File: src/common/sfr_pkg.sv
// Package with register map, field layout, reset values and shared types for the register core.
package sfr_pkg;

   // ----------------------------------------------------------------
   // Address map
   // ----------------------------------------------------------------
   localparam logic [7:0] SFR_BASE = 8'h80;
   localparam logic [7:0] POWER_CONTROL_ADDR = 8'h87;
   localparam logic [7:0] EXT_IRQ_PRIO_ONE_ADDR = 8'hf3;
   localparam logic [3:0] BIT_ADDR_NIB_A = 4'h0;
   localparam logic [3:0] BIT_ADDR_NIB_B = 4'h8;

   // ----------------------------------------------------------------
   // Field layout and reset values
   // ----------------------------------------------------------------
   localparam int STOP_BIT = 1;
   localparam int IDLE_BIT = 0;
   localparam logic [7:0] POWER_CONTROL_RESET = 8'h00;
   localparam int COMPARATOR_IRQ_LEVEL_BIT = 5;
   localparam int COUNTER_ARRAY_IRQ_LEVEL_BIT = 4;
   localparam int CONVERSION_DONE_IRQ_LEVEL_BIT = 3;
   localparam int WINDOW_COMPARE_IRQ_LEVEL_BIT = 2;
   localparam int PIN_MATCH_IRQ_LEVEL_BIT = 1;
   localparam int TWO_WIRE_IRQ_LEVEL_BIT = 0;
   localparam logic [7:0] EXT_IRQ_PRIO_ONE_RESET = 8'h00;
   localparam logic [7:0] EXT_IRQ_PRIO_ONE_WMASK = 8'h3f;
   localparam int NUM_SRC = 6;
   localparam logic [7:0] RESET_VECTOR = 8'h00;

   // ----------------------------------------------------------------
   // Shared types
   // ----------------------------------------------------------------
   typedef struct packed {
      logic rd;
      logic wr;
      logic bit_op;
      logic [2:0] bit_sel;
      logic [7:0] addr;
      logic [7:0] wdata;
   } sfr_req_t;

   typedef struct packed {
      logic sfr_sel;
      logic bit_ok;
      logic pwr_hit;
      logic prio_hit;
   } sfr_dec_t;

endpackage : sfr_pkg

File: src/logic/sfr_decode.sv
// Address decoder for the register window.
`timescale 1ns/1ps
module sfr_decode
(
   input wire sfr_pkg::sfr_req_t req,
   output sfr_pkg::sfr_dec_t dec
);

   // Upper half of direct space selects registers; bit access only on column 0 or 8.
   always_comb
   begin
      dec.sfr_sel = req.addr[7];
      dec.bit_ok = (req.addr[3:0] == sfr_pkg::BIT_ADDR_NIB_A) ||
                   (req.addr[3:0] == sfr_pkg::BIT_ADDR_NIB_B);
      dec.pwr_hit = dec.sfr_sel && (req.addr == sfr_pkg::POWER_CONTROL_ADDR);
      dec.prio_hit = dec.sfr_sel && (req.addr == sfr_pkg::EXT_IRQ_PRIO_ONE_ADDR);
   end

endmodule : sfr_decode

File: src/logic/irq_level_arbiter.sv
// Two-level interrupt arbiter for the six extended sources.
`timescale 1ns/1ps
module irq_level_arbiter
(
   input wire logic clk_sys,
   input wire logic resetn,
   input wire logic [5:0] irq_req,
   input wire logic [5:0] level,
   input wire logic irq_ack,
   input wire logic irq_ret,
   output logic irq_take,
   output logic [2:0] irq_id
);

   logic in_low_ff;
   logic in_high_ff;
   logic [5:0] hi_req;
   logic [5:0] lo_req;
   logic [2:0] hi_id;
   logic [2:0] lo_id;

   // Split pending requests by their programmed level and pick lowest index.
   always_comb
   begin
      hi_req = irq_req & level;
      lo_req = irq_req & ~level;
      hi_id = 3'h0;
      lo_id = 3'h0;
      for (int i = 5; i >= 0; i--)
      begin
         if (hi_req[i])
            hi_id = 3'(i);
         if (lo_req[i])
            lo_id = 3'(i);
      end
      irq_take = 1'b0;
      irq_id = lo_id;
      if (!in_high_ff && (hi_req != 6'h00))
      begin
         irq_take = 1'b1;
         irq_id = hi_id;
      end
      else if (!in_high_ff && !in_low_ff && (lo_req != 6'h00))
         irq_take = 1'b1;
   end

   // Tracks which service levels are active; return closes the highest one.
   always_ff @(posedge clk_sys)
   begin
      if (!resetn)
      begin
         in_low_ff <= 1'b0;
         in_high_ff <= 1'b0;
      end
      else if (irq_ack && irq_take)
      begin
         if (level[irq_id])
            in_high_ff <= 1'b1;
         else
            in_low_ff <= 1'b1;
      end
      else if (irq_ret)
      begin
         if (in_high_ff)
            in_high_ff <= 1'b0;
         else
            in_low_ff <= 1'b0;
      end
   end

endmodule : irq_level_arbiter

File: src/logic/core_sfr_space_priority_stop.sv
// Register window, extended priority register, arbiter and stop-mode control.
`timescale 1ns/1ps
module core_sfr_space_priority_stop
(
   input wire logic clk_sys,
   input wire logic resetn,
   input wire logic ext_reset_req,
   input wire logic detector_enable,
   input wire logic detector_timeout,
   input wire logic acc_rd,
   input wire logic acc_wr,
   input wire logic acc_bit_op,
   input wire logic [2:0] acc_bit_sel,
   input wire logic [7:0] acc_addr,
   input wire logic [7:0] acc_wdata,
   input wire logic instr_done,
   input wire logic [7:0] periph_rdata,
   input wire logic [5:0] irq_req,
   input wire logic irq_ack,
   input wire logic irq_ret,
   output logic [7:0] rdata,
   output logic ram_sel,
   output logic periph_sel,
   output logic bit_refused,
   output logic stop_mode,
   output logic osc_run,
   output logic core_run,
   output logic periph_run,
   output logic core_reset_req,
   output logic [7:0] fetch_addr,
   output logic [5:0] irq_level,
   output logic irq_take,
   output logic [2:0] irq_id
);

   // ----------------------------------------------------------------
   // Request decode
   // ----------------------------------------------------------------
   sfr_pkg::sfr_req_t req;
   sfr_pkg::sfr_dec_t dec;
   logic [7:0] power_control_ff;
   logic [7:0] ext_irq_priority_one_ff;
   logic stop_pend_ff;
   logic stop_ff;
   logic ext_meta_ff;
   logic ext_sync_ff;
   logic det_meta_ff;
   logic det_sync_ff;
   logic take_c;
   logic [2:0] id_c;
   logic legal;
   logic byte_ok;
   logic [7:0] nxt_power_control;
   logic [7:0] nxt_prio;
   logic [7:0] bit_mask;
   logic wr_pwr;
   logic wr_prio;
   logic [7:0] reg_rd;
   logic reset_cause;
   logic arb_resetn;

   // Group bus signals into one request word.
   always_comb
   begin
      req.rd = acc_rd;
      req.wr = acc_wr;
      req.bit_op = acc_bit_op;
      req.bit_sel = acc_bit_sel;
      req.addr = acc_addr;
      req.wdata = acc_wdata;
   end

   sfr_decode u_decode
   (
      .req(req),
      .dec(dec)
   );

   // Bit operations are only legal on bit-addressable columns.
   always_comb
   begin
      byte_ok = !acc_bit_op || dec.bit_ok;
      legal = dec.sfr_sel && byte_ok;
      bit_mask = 8'h01 << acc_bit_sel;
      wr_pwr = acc_wr && dec.pwr_hit && byte_ok && !stop_ff;
      wr_prio = acc_wr && dec.prio_hit && byte_ok && !stop_ff;
   end

   // ----------------------------------------------------------------
   // Input synchronisers
   // ----------------------------------------------------------------
   // External reset request comes from a pin and passes two stages first.
   always_ff @(posedge clk_sys)
   begin
      if (!resetn)
      begin
         ext_meta_ff <= 1'b0;
         ext_sync_ff <= 1'b0;
      end
      else
      begin
         ext_meta_ff <= ext_reset_req;
         ext_sync_ff <= ext_meta_ff;
      end
   end

   // Detector timeout comes from outside the clock domain and passes two stages first.
   always_ff @(posedge clk_sys)
   begin
      if (!resetn)
      begin
         det_meta_ff <= 1'b0;
         det_sync_ff <= 1'b0;
      end
      else
      begin
         det_meta_ff <= detector_timeout;
         det_sync_ff <= det_meta_ff;
      end
   end

   // Detector reset counts only when enabled; any cause also restarts the arbiter.
   always_comb
   begin
      reset_cause = ext_sync_ff || (detector_enable && det_sync_ff);
      arb_resetn = resetn && !reset_cause;
   end

   // ----------------------------------------------------------------
   // Registers
   // ----------------------------------------------------------------
   // Next power control value; bit writes touch a single bit.
   always_comb
   begin
      nxt_power_control = power_control_ff;
      if (wr_pwr)
      begin
         if (acc_bit_op)
            nxt_power_control = (power_control_ff & ~bit_mask) |
                                (acc_wdata[0] ? bit_mask : 8'h00);
         else
            nxt_power_control = acc_wdata;
      end
   end

   // Next priority value; reserved upper bits stay zero.
   always_comb
   begin
      nxt_prio = ext_irq_priority_one_ff;
      if (wr_prio)
         nxt_prio = acc_wdata & sfr_pkg::EXT_IRQ_PRIO_ONE_WMASK;
   end

   // Power control register; the stop bit clears itself when stop is entered.
   always_ff @(posedge clk_sys)
   begin
      if (!resetn || reset_cause)
         power_control_ff <= sfr_pkg::POWER_CONTROL_RESET;
      else if (stop_pend_ff && instr_done)
         power_control_ff <= power_control_ff & ~(8'h01 << sfr_pkg::STOP_BIT);
      else
         power_control_ff <= nxt_power_control;
   end

   // Extended priority register.
   always_ff @(posedge clk_sys)
   begin
      if (!resetn || reset_cause)
         ext_irq_priority_one_ff <= sfr_pkg::EXT_IRQ_PRIO_ONE_RESET;
      else
         ext_irq_priority_one_ff <= nxt_prio;
   end

   // ----------------------------------------------------------------
   // Stop mode
   // ----------------------------------------------------------------
   // A write of the stop bit arms entry; the arm drops when the instruction ends.
   always_ff @(posedge clk_sys)
   begin
      if (!resetn || reset_cause)
         stop_pend_ff <= 1'b0;
      else if (stop_pend_ff && instr_done)
         stop_pend_ff <= 1'b0;
      else if (wr_pwr && nxt_power_control[sfr_pkg::STOP_BIT])
         stop_pend_ff <= 1'b1;
   end

   // Stop begins as the arming instruction ends and is left only through a reset.
   always_ff @(posedge clk_sys)
   begin
      if (!resetn || reset_cause)
         stop_ff <= 1'b0;
      else if (stop_pend_ff && instr_done)
         stop_ff <= 1'b1;
   end

   // Run enables; the oscillator, core and peripherals are all stopped while stop is active.
   always_ff @(posedge clk_sys)
   begin
      if (!resetn)
      begin
         stop_mode <= 1'b0;
         osc_run <= 1'b1;
         core_run <= 1'b1;
         periph_run <= 1'b1;
      end
      else
      begin
         stop_mode <= stop_ff;
         osc_run <= !stop_ff;
         core_run <= !stop_ff;
         periph_run <= !stop_ff;
      end
   end

   // Reset signalling to the core; every restart fetches from the reset vector.
   always_ff @(posedge clk_sys)
   begin
      if (!resetn)
      begin
         core_reset_req <= 1'b0;
         fetch_addr <= sfr_pkg::RESET_VECTOR;
      end
      else
      begin
         core_reset_req <= reset_cause;
         fetch_addr <= sfr_pkg::RESET_VECTOR;
      end
   end

   // ----------------------------------------------------------------
   // Read path and routing
   // ----------------------------------------------------------------
   // Local registers answer locally; others go to peripherals.
   always_comb
   begin
      reg_rd = periph_rdata;
      if (dec.pwr_hit)
         reg_rd = power_control_ff;
      else if (dec.prio_hit)
         reg_rd = ext_irq_priority_one_ff;
      if (acc_bit_op)
         reg_rd = {7'h00, |(reg_rd & bit_mask)};
   end

   // Registered read data; refused and non-register reads return zero.
   always_ff @(posedge clk_sys)
   begin
      if (!resetn)
         rdata <= 8'h00;
      else
         rdata <= (acc_rd && legal) ? reg_rd : 8'h00;
   end

   // Registered routing strobes.
   always_ff @(posedge clk_sys)
   begin
      if (!resetn)
      begin
         ram_sel <= 1'b0;
         periph_sel <= 1'b0;
         bit_refused <= 1'b0;
      end
      else
      begin
         ram_sel <= (acc_rd || acc_wr) && !dec.sfr_sel;
         periph_sel <= (acc_rd || acc_wr) && legal && !dec.pwr_hit && !dec.prio_hit;
         bit_refused <= (acc_rd || acc_wr) && dec.sfr_sel && !byte_ok;
      end
   end

   // ----------------------------------------------------------------
   // Interrupt levels
   // ----------------------------------------------------------------
   irq_level_arbiter u_arb
   (
      .clk_sys(clk_sys),
      .resetn(arb_resetn),
      .irq_req(irq_req),
      .level(ext_irq_priority_one_ff[5:0]),
      .irq_ack(irq_ack && !stop_ff),
      .irq_ret(irq_ret),
      .irq_take(take_c),
      .irq_id(id_c)
   );

   // Registered per-source levels as programmed.
   always_ff @(posedge clk_sys)
   begin
      if (!resetn)
         irq_level <= 6'h00;
      else
         irq_level <= ext_irq_priority_one_ff[5:0];
   end

   // Registered arbiter result; nothing is offered while the core is stopped.
   always_ff @(posedge clk_sys)
   begin
      if (!resetn)
      begin
         irq_take <= 1'b0;
         irq_id <= 3'h0;
      end
      else
      begin
         irq_take <= take_c && !stop_ff;
         irq_id <= id_c;
      end
   end

endmodule : core_sfr_space_priority_stop

File: config.mk
export PLATFORM = sky130hd
export DESIGN_NAME = core_sfr_space_priority_stop
export DESIGN_NICKNAME = d
export VERILOG_FILES = /design/src/common/sfr_pkg.sv /design/src/logic/sfr_decode.sv /design/src/logic/irq_level_arbiter.sv /design/src/logic/core_sfr_space_priority_stop.sv
export SDC_FILE = /design/constraint.sdc
export NUM_CORES = 1
export LEC_CHECK = 0
export BUFFER_PORTS_ARGS = -buffer_cell sky130_fd_sc_hd__buf_4
export CORE_MARGIN = 10
export CORE_UTILIZATION = 53
export CTS_CLUSTER_SIZE = 12
export DETAILED_ROUTE_END_ITERATION = 16
export PLACE_DENSITY = 0.87
export SYNTH_ARGS = -nofsm -noshare
export SYNTH_HDL_FRONTEND = slang
export SYNTH_SLANG_ARGS = --single-unit
File: constraint.sdc
create_clock -name clk_sys -period 4.9 [get_ports clk_sys]
set_input_delay 0.49 -clock clk_sys [delete_from_list [all_inputs] [get_ports clk_sys]]
set_output_delay 0.49 -clock clk_sys [all_outputs]
set_load 0.005 [all_outputs]
==> impl_results.md <==
* Crit path DAT at 2.45 ns
* Hold Buf Count CTS at 0
* Met3 WL post-DR at 399 um
* Placed cell count at between 300 and 400
* Fin Setup TNS at 0 ns
* Peak Freq at 0.4420 GHz
* Yosys top cell by area: dfxtp_1
* First-pass GRT wire length at 9.459 mm
* Storage element area at 920.9 um^2
* Starting Density at 0.5506
* H-tree levels at 2
* Seq/Total Area, Yosys at 0.4151
* Multi-input combinational cell area at 1184 um^2
* Pre-CTS setup slack at ~2.5 ns
* CTS root buffer: clkbuf_8
* Critical Path RT at between 5 and 6 ns
* Layout area overhead at 26.34%
* Drt pass-1 iters at 4
* Asr flop ratio synth at 0
* Syn avg cell area at 9.092 um^2
* Max Cap Viol at 0
* Setup crit start: ext_irq_priority_one_ff[0]
* Die Y at 84.70 um
* Fillers at 327
* Rel. slew slack at 0.5310
* Peak VDD IR at approximately 0.00012 V
* CTS-repair resized insts at 0
* Power per Cell Area at 250.9 nW/um^2
* Setup WS post-layout at 2.638 ns
* Final hold vios at 0
* Register bit total from synthesis at 46
* WL/cell at 16.24 um
* Die area at roughly 7200 um^2
* Hold path start: detector_timeout
* Flop-to-flop setup slack at 2.64 ns
* Die Span X at between 80 and 90 um
* Warnings from Yosys at 0
* Period utilization at 0.4617
* Final ANT Viol Nets at 0
* Post-synth top area share at 0.4151
* Unrepaired setup endpoints after global routing: no
* Met2 wire len at 2.777 mm
* Dominant synthesized flop cell: dfxtp_1
* Clk Latency, worst-skew pair at 0.29 ns
* Routability congestion estimate from global placement at 0.9043
* # IOs at 78
* Synth Instances at between 200 and 250
* Post-layout minimum cycle time at 2.262 ns
* Hold Path Class: primary input to flip-flop
* Routed length on met1 at 2.595 mm
* Core Area at 4029 um^2
* Hold_ws at 0.4017 ns
* Layout Nets at ~350
* Status: complete, no violations
* DR DRC count at 0
* Reg clk slew, reported paths at 0.09 ns
* DP Area at 2708 um^2
* Cts bufs inserted at 5
* Max layer used: met4
* Startpoint Class: flip-flop
* Post-Layout Cell Count at 360
* Slew @ Worst Pin at 0.7018 ns
* R2R Path End: u_arb.in_high_ff
* Routed WL at 5.847 mm
* Setup bufs post-CTS at 0
* Largest net degree at the start of global routing at 21
* Drt initial violations at 113
* Port bufs at 69
* Antenna diodes at 0
* Worst Reg-to-Reg Cells at 7
* Global route overflow at 0
* Row count at 23
* TritonCTS clock tree: yes
* Antenna violations before repair at 0
* Cell variety after synth at 48
* Post-route cell area at 2803 um^2
* Clock Skews at 0.007976 ns
* Post-Synthesis Cell Area at 2218 um^2
* Vias at roughly 2000
* CTS Buffer Depth at 2
* CP endpoint kind: flip-flop
* Number of synthesized flops with an enable pin at 0
* Vias in the first global route at 1902
* Setup-failing EPs final at 0
* WS Path Type: flip-flop to flip-flop
* CTS Sinks at 46
* Crit-path max FO at 7
* Reg-to-reg critical path startpoint: ext_irq_priority_one_ff[0]
* P_leak at 1.156 nW
* Slew Limit Fails at 0
* Worst setup path end: u_arb.in_high_ff
* Layout cell share with drive strength beyond 1 at 0.2903
* Final HPWL from detailed placement at 4.613 mm
* GR Util All Layers at 0.1588
* Top area cells in the synthesized netlist: dfxtp_1, mux2i_1, nor2_1
* Vias per cell at 5.472
critical path, stage by stage, from the launching register on:
cell and delay (ns):
dfxtp_1 0.50, a22o_1 0.22, and3b_1 0.21, a21oi_2 0.21
mux2i_1 0.39, mux2i_1 0.23, o31ai_1 0.11, o31a_1 0.29
logic make-up (layout without fill, tap and decap cells):
family,after synthesis,in the layout,synth area share
AO/OA/AOI/OAI,50,50,0.1726
buffers and inverters,23,82,0.06316
flip-flops,46,46,0.4151
multiplexers,21,21,0.09588
other,1,8,0.001690
AND/OR/NAND/NOR,103,103,0.2515
worst min path at each step:
stage / depth (start not counted) / slack (ns) / endpoint
4_1_cts: 2 / 0.39 / det_meta_ff
2_1_floorplan: 1 / 0.39 / periph_run
5_1_grt: 2 / 0.39 / det_meta_ff
3_3_place_gp: 1 / 0.41 / ext_sync_ff
6_report: 2 / 0.40 / det_meta_ff
3_5_place_dp: 1 / 0.42 / ext_sync_ff
synthesized netlist by cell type (4+ instances only):
library cell  count
a21oi_1           9
a311oi_1          4
and2_1           12
buf_4            10
clkbuf_1          4
dfxtp_1          46
inv_1             4
mux2i_1          19
nand2_1          18
nand2b_1         11
nand3_1           6
nor2_1           27
nor2b_1           9
o211ai_1          5
o21ai_0           7
area by class of cell:
| cell class | count | area share |
|---|---|---|
| clock buffer | 6 | 0.02946 |
| clock inverter | 2 | 0.004464 |
| inverter | 4 | 0.005357 |
| multi-input combinational | 182 | 0.4223 |
| sequential | 46 | 0.3286 |
| tap | 50 | 0.02232 |
| timing repair buffer | 70 | 0.1875 |
per-stage QoR:
step / utilization / total power, mW
3_5_place_dp: 0.6721 / 0.4771
6_report: 0.6957 / 0.7032
3_3_place_gp: 0.6721 / 0.4760
4_1_cts: 0.6957 / 0.7109
2_1_floorplan: - / 0.4342
5_1_grt: 0.6957 / 0.7393
per-layer routing:
metal  global-route usage  vias to the layer above
li1                     -                      983
met2               0.2588                       80
met1               0.1984                      903
met5                    0                        -
met4              0.06138                        0
met3              0.03478                        4
report_power, final:
| part | internal [mW] | leakage (nW) | total (mW) | switching, mW |
|---|---|---|---|---|
| Combinational | 0.0441 | 0.735 | 0.0868 | 0.0428 |
| Sequential | 0.380 | 0.373 | 0.382 | 0.00194 |
| Clock | 0.113 | 0.0472 | 0.234 | 0.121 |
| Total | 0.538 | 1.16 | 0.703 | 0.166 |
cells in the final DEF (no fill, tap or decap), types with 4 or more instances in the layout:
cell	Yosys	routed
conb_1	1	8
nor2b_1	9	9
nor2_1	27	27
nand2b_1	11	11
mux2i_1	19	19
o211ai_1	5	5
a21oi_1	9	9
o21ai_0	7	7
buf_4	10	70
inv_1	4	4
clkbuf_8	0	6
dfxtp_1	46	46
and2_1	12	12
nand3_1	6	6
nand2_1	18	18
a311oi_1	4	4
Note: power is estimated with default switching activity, not from simulation.
